## src/rtl/bb_framer_pkg.sv

```systemverilog
package bb_framer_pkg;

  // Destination of every baseband packet set: multicast group 239.0.51.48.
  localparam logic [31:0] MCAST_ADDR = 32'hEF00_3330;
  // Port of physical layer pipe 0; pipes 0 to 63 map to 30000 to 30063.
  localparam logic [15:0] PIPE_PORT_BASE = 16'h7530;
  // Column and row parity streams sit two and four ports above the tunnel port.
  localparam logic [15:0] FEC_COL_STEP = 16'h0002;
  localparam logic [15:0] FEC_ROW_STEP = 16'h0004;

  // Fixed header fields.
  localparam logic [1:0] RTP_VERSION = 2'h2;
  localparam logic EXT_BIT = 1'h0;
  localparam logic [3:0] CSRC_COUNT = 4'h0;
  localparam logic [6:0] PT_BASEBAND = 7'h4E;
  localparam logic [6:0] PT_FEC = 7'h60;

  // Timestamp field positions: seconds LSBs, then nanosecond MSBs 3 to 12.
  localparam int SEC_MSB = 21;
  localparam int NS_MSB = 29;
  localparam int NS_LSB = 20;

  // Three header words: flags and sequence, timestamp, source identifier.
  localparam logic [1:0] HDR_LAST = 2'h2;

  // Parity memory holds one word for each payload position.
  localparam int MEM_AW = 6;
  localparam int MEM_DEPTH = 64;

  typedef enum logic [1:0] {KIND_DATA, KIND_ROW, KIND_COL} pkt_kind_t;

  typedef struct packed {
    logic [5:0] physical_layer_pipe;
    logic [31:0] secs;
    logic [31:0] nsecs;
    logic [31:0] len;
  } desc_t;

  typedef struct packed {
    logic [31:0] data;
    logic sop;
    logic eop;
  } beat_t;

  typedef struct packed {
    logic [31:0] addr;
    logic [15:0] port;
  } route_t;

  typedef struct packed {
    beat_t beat;
    route_t route;
  } item_t;

  // Frame-identifying timestamp built from the emission time.
  function automatic logic [31:0] stamp_of(input logic [31:0] secs, input logic [31:0] nsecs);
    return {secs[SEC_MSB:0], nsecs[NS_MSB:NS_LSB]};
  endfunction : stamp_of

  // Byte length rounded up to whole 32-bit words.
  function automatic logic [29:0] words_of(input logic [31:0] len);
    return 30'(len[31:2] + {29'h0000_0000, |len[1:0]});
  endfunction : words_of

  // Words carried by the next segment.
  function automatic logic [5:0] seg_take(input logic [29:0] left, input logic [5:0] seg);
    return (left < {24'h00_0000, seg}) ? left[5:0] : seg;
  endfunction : seg_take

endpackage : bb_framer_pkg

```

## src/rtl/bb_rtp_framer.sv

```systemverilog
`timescale 1ns/1ps
// Summary of operation
// - Timestamp is 22 seconds LSBs then nanosecond MSBs 3 through 12.
// - Send to 239.0.51.48, port 30000 plus the pipe number.
// - Marker is one only on the first packet of a set.
// - Every packet of one set carries the same timestamp.
// - Source identifier holds total byte length when marker is one, else zero.
// - Extension bit is always zero.
// - Contributing-source count is zero and no identifiers follow.
// - Payload type of baseband packets is 78.
// - Padding bit and sequence number behave as ordinary RTP.
// - A set may be split into packets of any size within the MTU.
// - Tunnelled traffic goes in one stream with fixed-size payloads.
// - Column and row parity use separate ports on the same group.
// - Headers of tunnelled packets are never compressed.
// - With parity enabled, XOR parity packets go out with tunnel packets.
// - No control streams are sent beside tunnel and parity streams.
// - Parity streams use tunnel port plus two and plus four.
module bb_rtp_framer import bb_framer_pkg::*; (
  // Clock and reset.
  input wire logic clk,
  input wire logic rst_n,
  // Baseband packet descriptor.
  input wire logic desc_valid,
  output logic desc_ready,
  input wire desc_t desc,
  // Baseband payload words.
  input wire logic in_valid,
  output logic in_ready,
  input wire logic [31:0] in_data,
  // Configuration, from logic on this clock.
  input wire logic [5:0] seg_words,
  input wire logic fec_enable,
  input wire logic [3:0] fec_cols,
  input wire logic [15:0] tunnel_port,
  // Packet output.
  output logic out_valid,
  input wire logic out_ready,
  output item_t out_item
);

  typedef enum logic [1:0] {S_IDLE, S_HDR, S_PAY, S_FEC} state_t;

  typedef struct packed {
    state_t state;
    pkt_kind_t kind;
    logic [1:0] hdr;
    logic [5:0] idx;
    logic [5:0] seg;
    logic [5:0] seg_len;
    logic tun;
    logic [15:0] nport;
    logic [5:0] pipe;
    logic [31:0] stamp;
    logic [31:0] len;
    logic [29:0] left;
    logic first;
    logic [15:0] seq_d;
    logic [15:0] seq_r;
    logic [15:0] seq_c;
    logic [3:0] grp;
    logic [31:0] row_par;
  } fr_state_t;

  fr_state_t s_reg;
  fr_state_t s_next;
  item_t fr;
  logic fr_valid;
  logic fr_ready;
  logic adv;
  logic wr_en;
  logic [31:0] wr_data;
  logic [MEM_AW-1:0] rd_addr;
  logic [31:0] rd_data;

  // Column parity accumulates here across a group of tunnel packets.
  parity_mem u_mem (
    .clk(clk),
    .wr_en(wr_en),
    .wr_addr(s_reg.idx),
    .wr_data(wr_data),
    .rd_addr(rd_addr),
    .rd_data(rd_data)
  );

  // A receiver stall fills this buffer and then holds the framer still.
  two_entry_buffer u_buf (
    .clk(clk),
    .rst_n(rst_n),
    .in_valid(fr_valid),
    .in_ready(fr_ready),
    .in_item(fr),
    .out_valid(out_valid),
    .out_ready(out_ready),
    .out_item(out_item)
  );

  // Framer: header words, payload or padding, then parity packets in tunnel mode.
  always_comb begin
    logic [5:0] limit;
    logic real_word;
    logic done;
    logic marker;
    logic pad_bit;
    limit = s_reg.tun ? s_reg.seg : s_reg.seg_len;
    real_word = (s_reg.idx < s_reg.seg_len);
    done = 1'b0;
    marker = (s_reg.kind == KIND_DATA) && s_reg.first;
    pad_bit = (s_reg.kind == KIND_DATA) && s_reg.tun && (s_reg.seg_len < s_reg.seg);
    s_next = s_reg;
    fr = '0;
    fr_valid = 1'b0;
    desc_ready = 1'b0;
    in_ready = 1'b0;
    wr_en = 1'b0;
    wr_data = '0;
    rd_addr = '0;
    adv = 1'b0;
    fr.route.addr = MCAST_ADDR;
    case (s_reg.kind)
      KIND_ROW: fr.route.port = 16'(s_reg.nport + FEC_ROW_STEP);
      KIND_COL: fr.route.port = 16'(s_reg.nport + FEC_COL_STEP);
      default: fr.route.port = s_reg.tun ? s_reg.nport :
                                16'(PIPE_PORT_BASE + {10'h000, s_reg.pipe});
    endcase
    case (s_reg.state)
      S_IDLE: begin
        desc_ready = 1'b1;
        if (desc_valid) begin
          s_next.pipe = desc.physical_layer_pipe;
          s_next.stamp = stamp_of(desc.secs, desc.nsecs);
          s_next.len = desc.len;
          s_next.left = words_of(desc.len);
          s_next.seg = seg_words;
          s_next.tun = fec_enable;
          s_next.nport = tunnel_port;
          s_next.first = 1'b1;
          s_next.kind = KIND_DATA;
          s_next.hdr = 2'h0;
          s_next.seg_len = seg_take(words_of(desc.len), seg_words);
          s_next.state = (words_of(desc.len) == 30'h0) ? S_IDLE : S_HDR;
        end
      end
      S_HDR: begin
        // Full header on every packet; nothing is ever compressed.
        fr_valid = 1'b1;
        fr.beat.sop = (s_reg.hdr == 2'h0);
        case (s_reg.hdr)
          2'h0: begin
            fr.beat.data = {RTP_VERSION, pad_bit, EXT_BIT, CSRC_COUNT, marker,
                            (s_reg.kind == KIND_DATA) ? PT_BASEBAND : PT_FEC,
                            (s_reg.kind == KIND_DATA) ? s_reg.seq_d :
                            (s_reg.kind == KIND_ROW) ? s_reg.seq_r : s_reg.seq_c};
          end
          2'h1: fr.beat.data = s_reg.stamp;
          default: fr.beat.data = marker ? s_reg.len : 32'h0000_0000;
        endcase
        adv = fr_ready;
        if (adv) begin
          s_next.hdr = 2'(s_reg.hdr + 2'h1);
          if (s_reg.hdr == 2'h0) begin
            // Data, row and column packets count separately, all pipes sharing the data count, so loss shows as a gap.
            case (s_reg.kind)
              KIND_DATA: s_next.seq_d = 16'(s_reg.seq_d + 16'h0001);
              KIND_ROW: s_next.seq_r = 16'(s_reg.seq_r + 16'h0001);
              default: s_next.seq_c = 16'(s_reg.seq_c + 16'h0001);
            endcase
          end
          if (s_reg.hdr == HDR_LAST) begin
            // No contributing-source words: payload follows at once.
            s_next.hdr = 2'h0;
            s_next.idx = 6'h00;
            s_next.state = (s_reg.kind == KIND_DATA) ? S_PAY : S_FEC;
          end
        end
      end
      S_PAY: begin
        fr.beat.eop = (s_reg.idx == 6'(limit - 6'h01));
        if (real_word) begin
          fr_valid = in_valid;
          in_ready = fr_ready;
          fr.beat.data = in_data;
        end else begin
          // Tunnel padding: last word carries the pad byte count, as RTP asks.
          fr_valid = 1'b1;
          fr.beat.data = fr.beat.eop ?
                         {24'h00_0000, 8'({s_reg.seg - s_reg.seg_len, 2'b00})} : 32'h0000_0000;
        end
        adv = fr_valid && fr_ready;
        rd_addr = adv ? 6'(s_reg.idx + 6'h01) : s_reg.idx;
        if (adv) begin
          s_next.idx = 6'(s_reg.idx + 6'h01);
          if (real_word) begin
            s_next.left = 30'(s_reg.left - 30'h1);
          end
          s_next.row_par = (s_reg.idx == 6'h00) ? fr.beat.data : s_reg.row_par ^ fr.beat.data;
          wr_en = s_reg.tun;
          wr_data = (s_reg.grp == 4'h0) ? fr.beat.data : fr.beat.data ^ rd_data;
          done = fr.beat.eop;
        end
      end
      S_FEC: begin
        fr_valid = 1'b1;
        if (s_reg.kind == KIND_ROW) begin
          fr.beat.data = s_reg.row_par;
          fr.beat.eop = 1'b1;
        end else begin
          fr.beat.data = rd_data;
          fr.beat.eop = (s_reg.idx == 6'(s_reg.seg - 6'h01));
        end
        adv = fr_ready;
        rd_addr = adv ? 6'(s_reg.idx + 6'h01) : s_reg.idx;
        if (adv) begin
          s_next.idx = 6'(s_reg.idx + 6'h01);
          done = fr.beat.eop;
        end
      end
      default: s_next.state = S_IDLE;
    endcase
    // Only data, row and column packets exist; no control stream is built.
    if (done) begin
      if (s_reg.kind == KIND_DATA && s_reg.tun) begin
        s_next.kind = KIND_ROW;
        s_next.state = S_HDR;
      end else if (s_reg.kind == KIND_ROW && 4'(s_reg.grp + 4'h1) == fec_cols) begin
        s_next.grp = 4'h0;
        s_next.kind = KIND_COL;
        s_next.state = S_HDR;
      end else begin
        if (s_reg.kind == KIND_ROW) begin
          s_next.grp = 4'(s_reg.grp + 4'h1);
        end
        s_next.kind = KIND_DATA;
        s_next.first = 1'b0;
        s_next.seg_len = seg_take(s_next.left, s_reg.seg);
        s_next.state = (s_next.left == 30'h0) ? S_IDLE : S_HDR;
      end
    end
  end

  // All-zero state is idle with counters cleared.
  always_ff @(posedge clk) begin
    if (!rst_n) begin
      s_reg <= '0;
    end else begin
      s_reg <= s_next;
    end
  end

  logic hdr_data;
  assign hdr_data = fr_valid && s_reg.state == S_HDR && s_reg.kind == KIND_DATA;
endmodule : bb_rtp_framer

```

## src/rtl/parity_mem.sv

```systemverilog
`timescale 1ns/1ps
module parity_mem import bb_framer_pkg::*; (
  // Clock.
  input wire logic clk,
  // Write port.
  input wire logic wr_en,
  input wire logic [MEM_AW-1:0] wr_addr,
  input wire logic [31:0] wr_data,
  // Read port, data one cycle after the address.
  input wire logic [MEM_AW-1:0] rd_addr,
  output logic [31:0] rd_data
);

  logic [31:0] mem [MEM_DEPTH];

  // No reset: the first packet of each group overwrites every position the column packet reads.
  always_ff @(posedge clk) begin
    if (wr_en) begin
      mem[wr_addr] <= wr_data;
    end
    rd_data <= mem[rd_addr];
  end

endmodule : parity_mem

```

## src/rtl/two_entry_buffer.sv

```systemverilog
`timescale 1ns/1ps
module two_entry_buffer import bb_framer_pkg::*; (
  // Clock and reset.
  input wire logic clk,
  input wire logic rst_n,
  // Filling side.
  input wire logic in_valid,
  output logic in_ready,
  input wire item_t in_item,
  // Draining side.
  output logic out_valid,
  input wire logic out_ready,
  output item_t out_item
);

  typedef struct packed {
    item_t e0;
    item_t e1;
    logic [1:0] cnt;
  } buf_state_t;

  buf_state_t s_reg;
  buf_state_t s_next;

  // Ready depends only on the count, so no combinational path runs through.
  assign in_ready = (s_reg.cnt != 2'h2);
  assign out_valid = (s_reg.cnt != 2'h0);
  assign out_item = s_reg.e0;

  // Pop shifts the second entry forward; a push lands behind what remains.
  always_comb begin
    s_next = s_reg;
    if (out_valid && out_ready) begin
      s_next.e0 = s_reg.e1;
      s_next.cnt = 2'(s_next.cnt - 2'h1);
    end
    if (in_valid && in_ready) begin
      if (s_next.cnt == 2'h0) begin
        s_next.e0 = in_item;
      end else begin
        s_next.e1 = in_item;
      end
      s_next.cnt = 2'(s_next.cnt + 2'h1);
    end
  end

  // Empty after reset.
  always_ff @(posedge clk) begin
    if (!rst_n) begin
      s_reg <= '0;
    end else begin
      s_reg <= s_next;
    end
  end

endmodule : two_entry_buffer

```

## config.mk

```make
export PLATFORM = sky130hd
export DESIGN_NAME = bb_rtp_framer
export DESIGN_NICKNAME = d
export VERILOG_FILES = /design/src/rtl/bb_framer_pkg.sv /design/src/rtl/bb_rtp_framer.sv /design/src/rtl/parity_mem.sv /design/src/rtl/two_entry_buffer.sv
export SDC_FILE = /design/constraint.sdc
export NUM_CORES = 2
export LEC_CHECK = 0
export ABC_AREA = 1
export BUFFER_PORTS_ARGS = -buffer_cell sky130_fd_sc_hd__buf_2
export CAP_MARGIN = 25
export CORE_MARGIN = 5
export CORE_UTILIZATION = 60
export DETAILED_ROUTE_END_ITERATION = 7
export PLACE_DENSITY_LB_ADDON = 0.08
export SLEW_MARGIN = 0
export SYNTH_ARGS = -nofsm -noshare
export SYNTH_HDL_FRONTEND = slang
export SYNTH_HIERARCHICAL = 1
export SYNTH_SLANG_ARGS = --single-unit
```

## constraint.sdc

```tcl
create_clock -name clk -period 7.9 [get_ports clk]
set_input_delay 0.79 -clock clk [delete_from_list [all_inputs] [get_ports clk]]
set_output_delay 0.79 -clock clk [all_outputs]
set_load 0.005 [all_outputs]
```

==> metrics.yaml <==
period_needed_ns: 5.819
h-tree-depth: 4
cts_root_buffer: "clkbuf_16"
post-dp-hpwl_mm: 183.8
crit_slowest_cell: "dfxtp_1"
crit_path_frequent_cell: "nand2_1"
drt-initial-drc-count: 9849
via_per_inst: 6.011
finalSetupViolCount: 0
ios: 251
fmax_mhz: 171.8
status: "completed"
wl_per_cell_um: 23.63
synth_area_sq_mm: 0.1078
synth-async-reset-ratio_pct: 0
hold_class: "input port to register"
syn_area_per_cell_sq_um: 10.03
port_buffers: 218
area_delta_synth_final_pct: 10.44
p_leak_nw: 44.55
drv_slew: 0
synthFlopType: "edfxtp_1"
path_clk_slew_ns: 0.06
grt_max_degree: 196
track_usage_pct: 32.86
pwr-share-clk_pct: 39.9
drc: 0
ctsResizeCount: 0
nets: 10950
irDropWorstVdd_uv: 251.1
grt_pass1_wl_mm: 464.8
fin_setup_tns_ns: 0
cts_buffers: 239
fp.dieArea_sq_mm: 0.1883
cts_tree: "built"
final_antenna_net_count: 0
drv_cap: 0
antenna_found_initial: 18
via_count: 80000
cts.sinks: 2472
initial_core_util_pct: 60.38
ctsHoldBuffers: 0
synth_cell_types: 65
worst_pin_slew_ns: 1.124
layout_commonest_cell: "nand2_1"
largest_reg_flops: 2048
p_seq_share_pct: 49.5
switchingPower_w: 0.007403
ys_seq_area_share_pct: 64.90
crit_required_ns: 8.61
clk-insertion-delay-late_ns: 0.90
powerDensity_mw_per_mm2: 245.2
layout_common_cells: "3267 x nand2_1, 2206 x nand3_1, 2048 x edfxtp_1"
grt_pass1_vias: 73860
cp_cell_sequence: "ha_1, nand2_1, nand2_1, a21oi_4, nand3_4, nand2_4, inv_2, buf_4, nor2_1, o21ai_4, inv_8, buf_4, nand3_1, nand3_1, nand3_1, nand3_1, nand2_1, nand2_1, nand2_1"
arrival_ns: 6.53
whs_ns: 0.1355
min_period_over_period_pct: 73.66
path_class: "register to register"
gp_congestion: 0.9373
endpoint_kind: "register"
p_sw_share_pct: 25.34
synth_edf_count: 2048
intPower_w: 0.02181
dieWidth_um: 434.0
grt_setup_unrepaired: "false"
ys_seq_elements: 2472
routed_wl_mm: 314.5
finalHoldViolCount: 0
rows: 155
slew_headroom_pct: 24.25
cts_max_path_buffers: 3
crit_fanout: 86
ys_warn_count: 6
coreArea_sq_mm: 0.1786
share_comb_of_total_power_pct: 10.6
max_stage_delay_ns: 0.85
postCtsSetupRepairBufs: 0
dr.pass1.iters: 6
skew_ns: 0.06996
die_height_um: 434.0
drive_gt1_share_pct: 8.855
netlist_instances: 10760
grt_remaining_overflow: 0
utilization_pct: 66.68
start_kind: "register"
-- through the flow --
step / instances / power [W] / setup WS [ns] / cell area (sq um)
after detailed placement: 12850 / 0.01777 / 2.261 / 111000
after global placement: 12840 / 0.01773 / 2.350 / 110900
after global routing: 13300 / 0.03025 / 1.964 / 119100
final: 13310 / 0.02921 / 2.081 / 119100
after CTS: 13300 / 0.02931 / 2.258 / 119000
after floorplan: 10820 / 0.01693 / 1.747 / 108100
-- worst max-delay path, delay by kind of cell (launching register included) --
family	cells	cell delay [ns]
buf+inv	4	1.51
compound gates	2	0.63
flops	1	0.85
simple gates	12	2.16
fa+ha+maj	1	0.39
-- logic make-up (layout without fill, tap and decap cells) --
logic type,Yosys count,after routing,share of synthesized area [%]
buffers and inverters,1173,1298,5.159
AO/OA/AOI/OAI,692,692,3.694
multiplexers,1,1,0.009282
AND/OR/NAND/NOR,6310,6310,25.21
XOR/XNOR,62,62,0.5035
other,2,75,0.006964
flip-flops,2472,2472,64.90
adder cells (fa/ha/maj),44,44,0.5174
-- path summary, 6_finish.rpt --
kind	from	to	slack [ns]	depth (start not counted)
worst max-delay path	s_reg[217]	u_mem/rd_data[14]	2.08	19
worst min register to register	s_reg[83]	s_reg[83]	0.43	1
worst min-delay path	desc[61]	s_reg[156]	0.14	3
worst max register to register	s_reg[217]	u_mem/rd_data[14]	2.08	19
-- routing by layer --
| metal | track usage, % | share of wire, % | vias to the layer above |
|---|---|---|---|
| met5 | 0 | 0.019 | - |
| met4 | 13.22 | 4.4 | 8 |
| met3 | 6.246 | 10 | 699 |
| met2 | 51.58 | 46 | 4170 |
| met1 | 45.73 | 39 | 38300 |
| li1 | - | - | 36820 |
-- synth_stat cells, types with 34 or more instances --
master	count	area, sq um
buf_2	337	1687
edfxtp_1	2048	61500
buf_1	59	221.5
inv_1	399	1498
nand2_1	3267	12260
dfxtp_1	424	8488
xor2_1	34	297.8
ha_1	43	538.0
a21boi_1	55	412.9
nor2_1	595	2233
buf_4	149	1119
nand4_1	63	394.1
a21oi_1	198	991.0
clkbuf_1	178	668.1
o21ai_0	288	1441
nor3_1	78	390.4
nand3_1	2206	11040
-- power groups by stage --
stage / Sequential (W) / Combinational, W / Clock, W
floorplan: 0.0146 / 0.00229 / 0
global placement: 0.0147 / 0.00300 / 0
CTS: 0.0145 / 0.00305 / 0.0118
finish: 0.0145 / 0.00308 / 0.0117
global route: 0.0145 / 0.00339 / 0.0124
detailed placement: 0.0147 / 0.00304 / 0
-- layout make-up --
type	count	area (sq um)
Clock buffer	323	6466
Tap cell	2355	2947
Multi-Input combinational cell	7173	33360
Sequential cell	2472	69990
Timing Repair Buffer	424	3093
Antenna cell	11	27.53
Fill cell	13720	59510
Clock inverter	123	1580
Inverter	428	1648
Note: power is estimated with default switching activity, not from simulation.
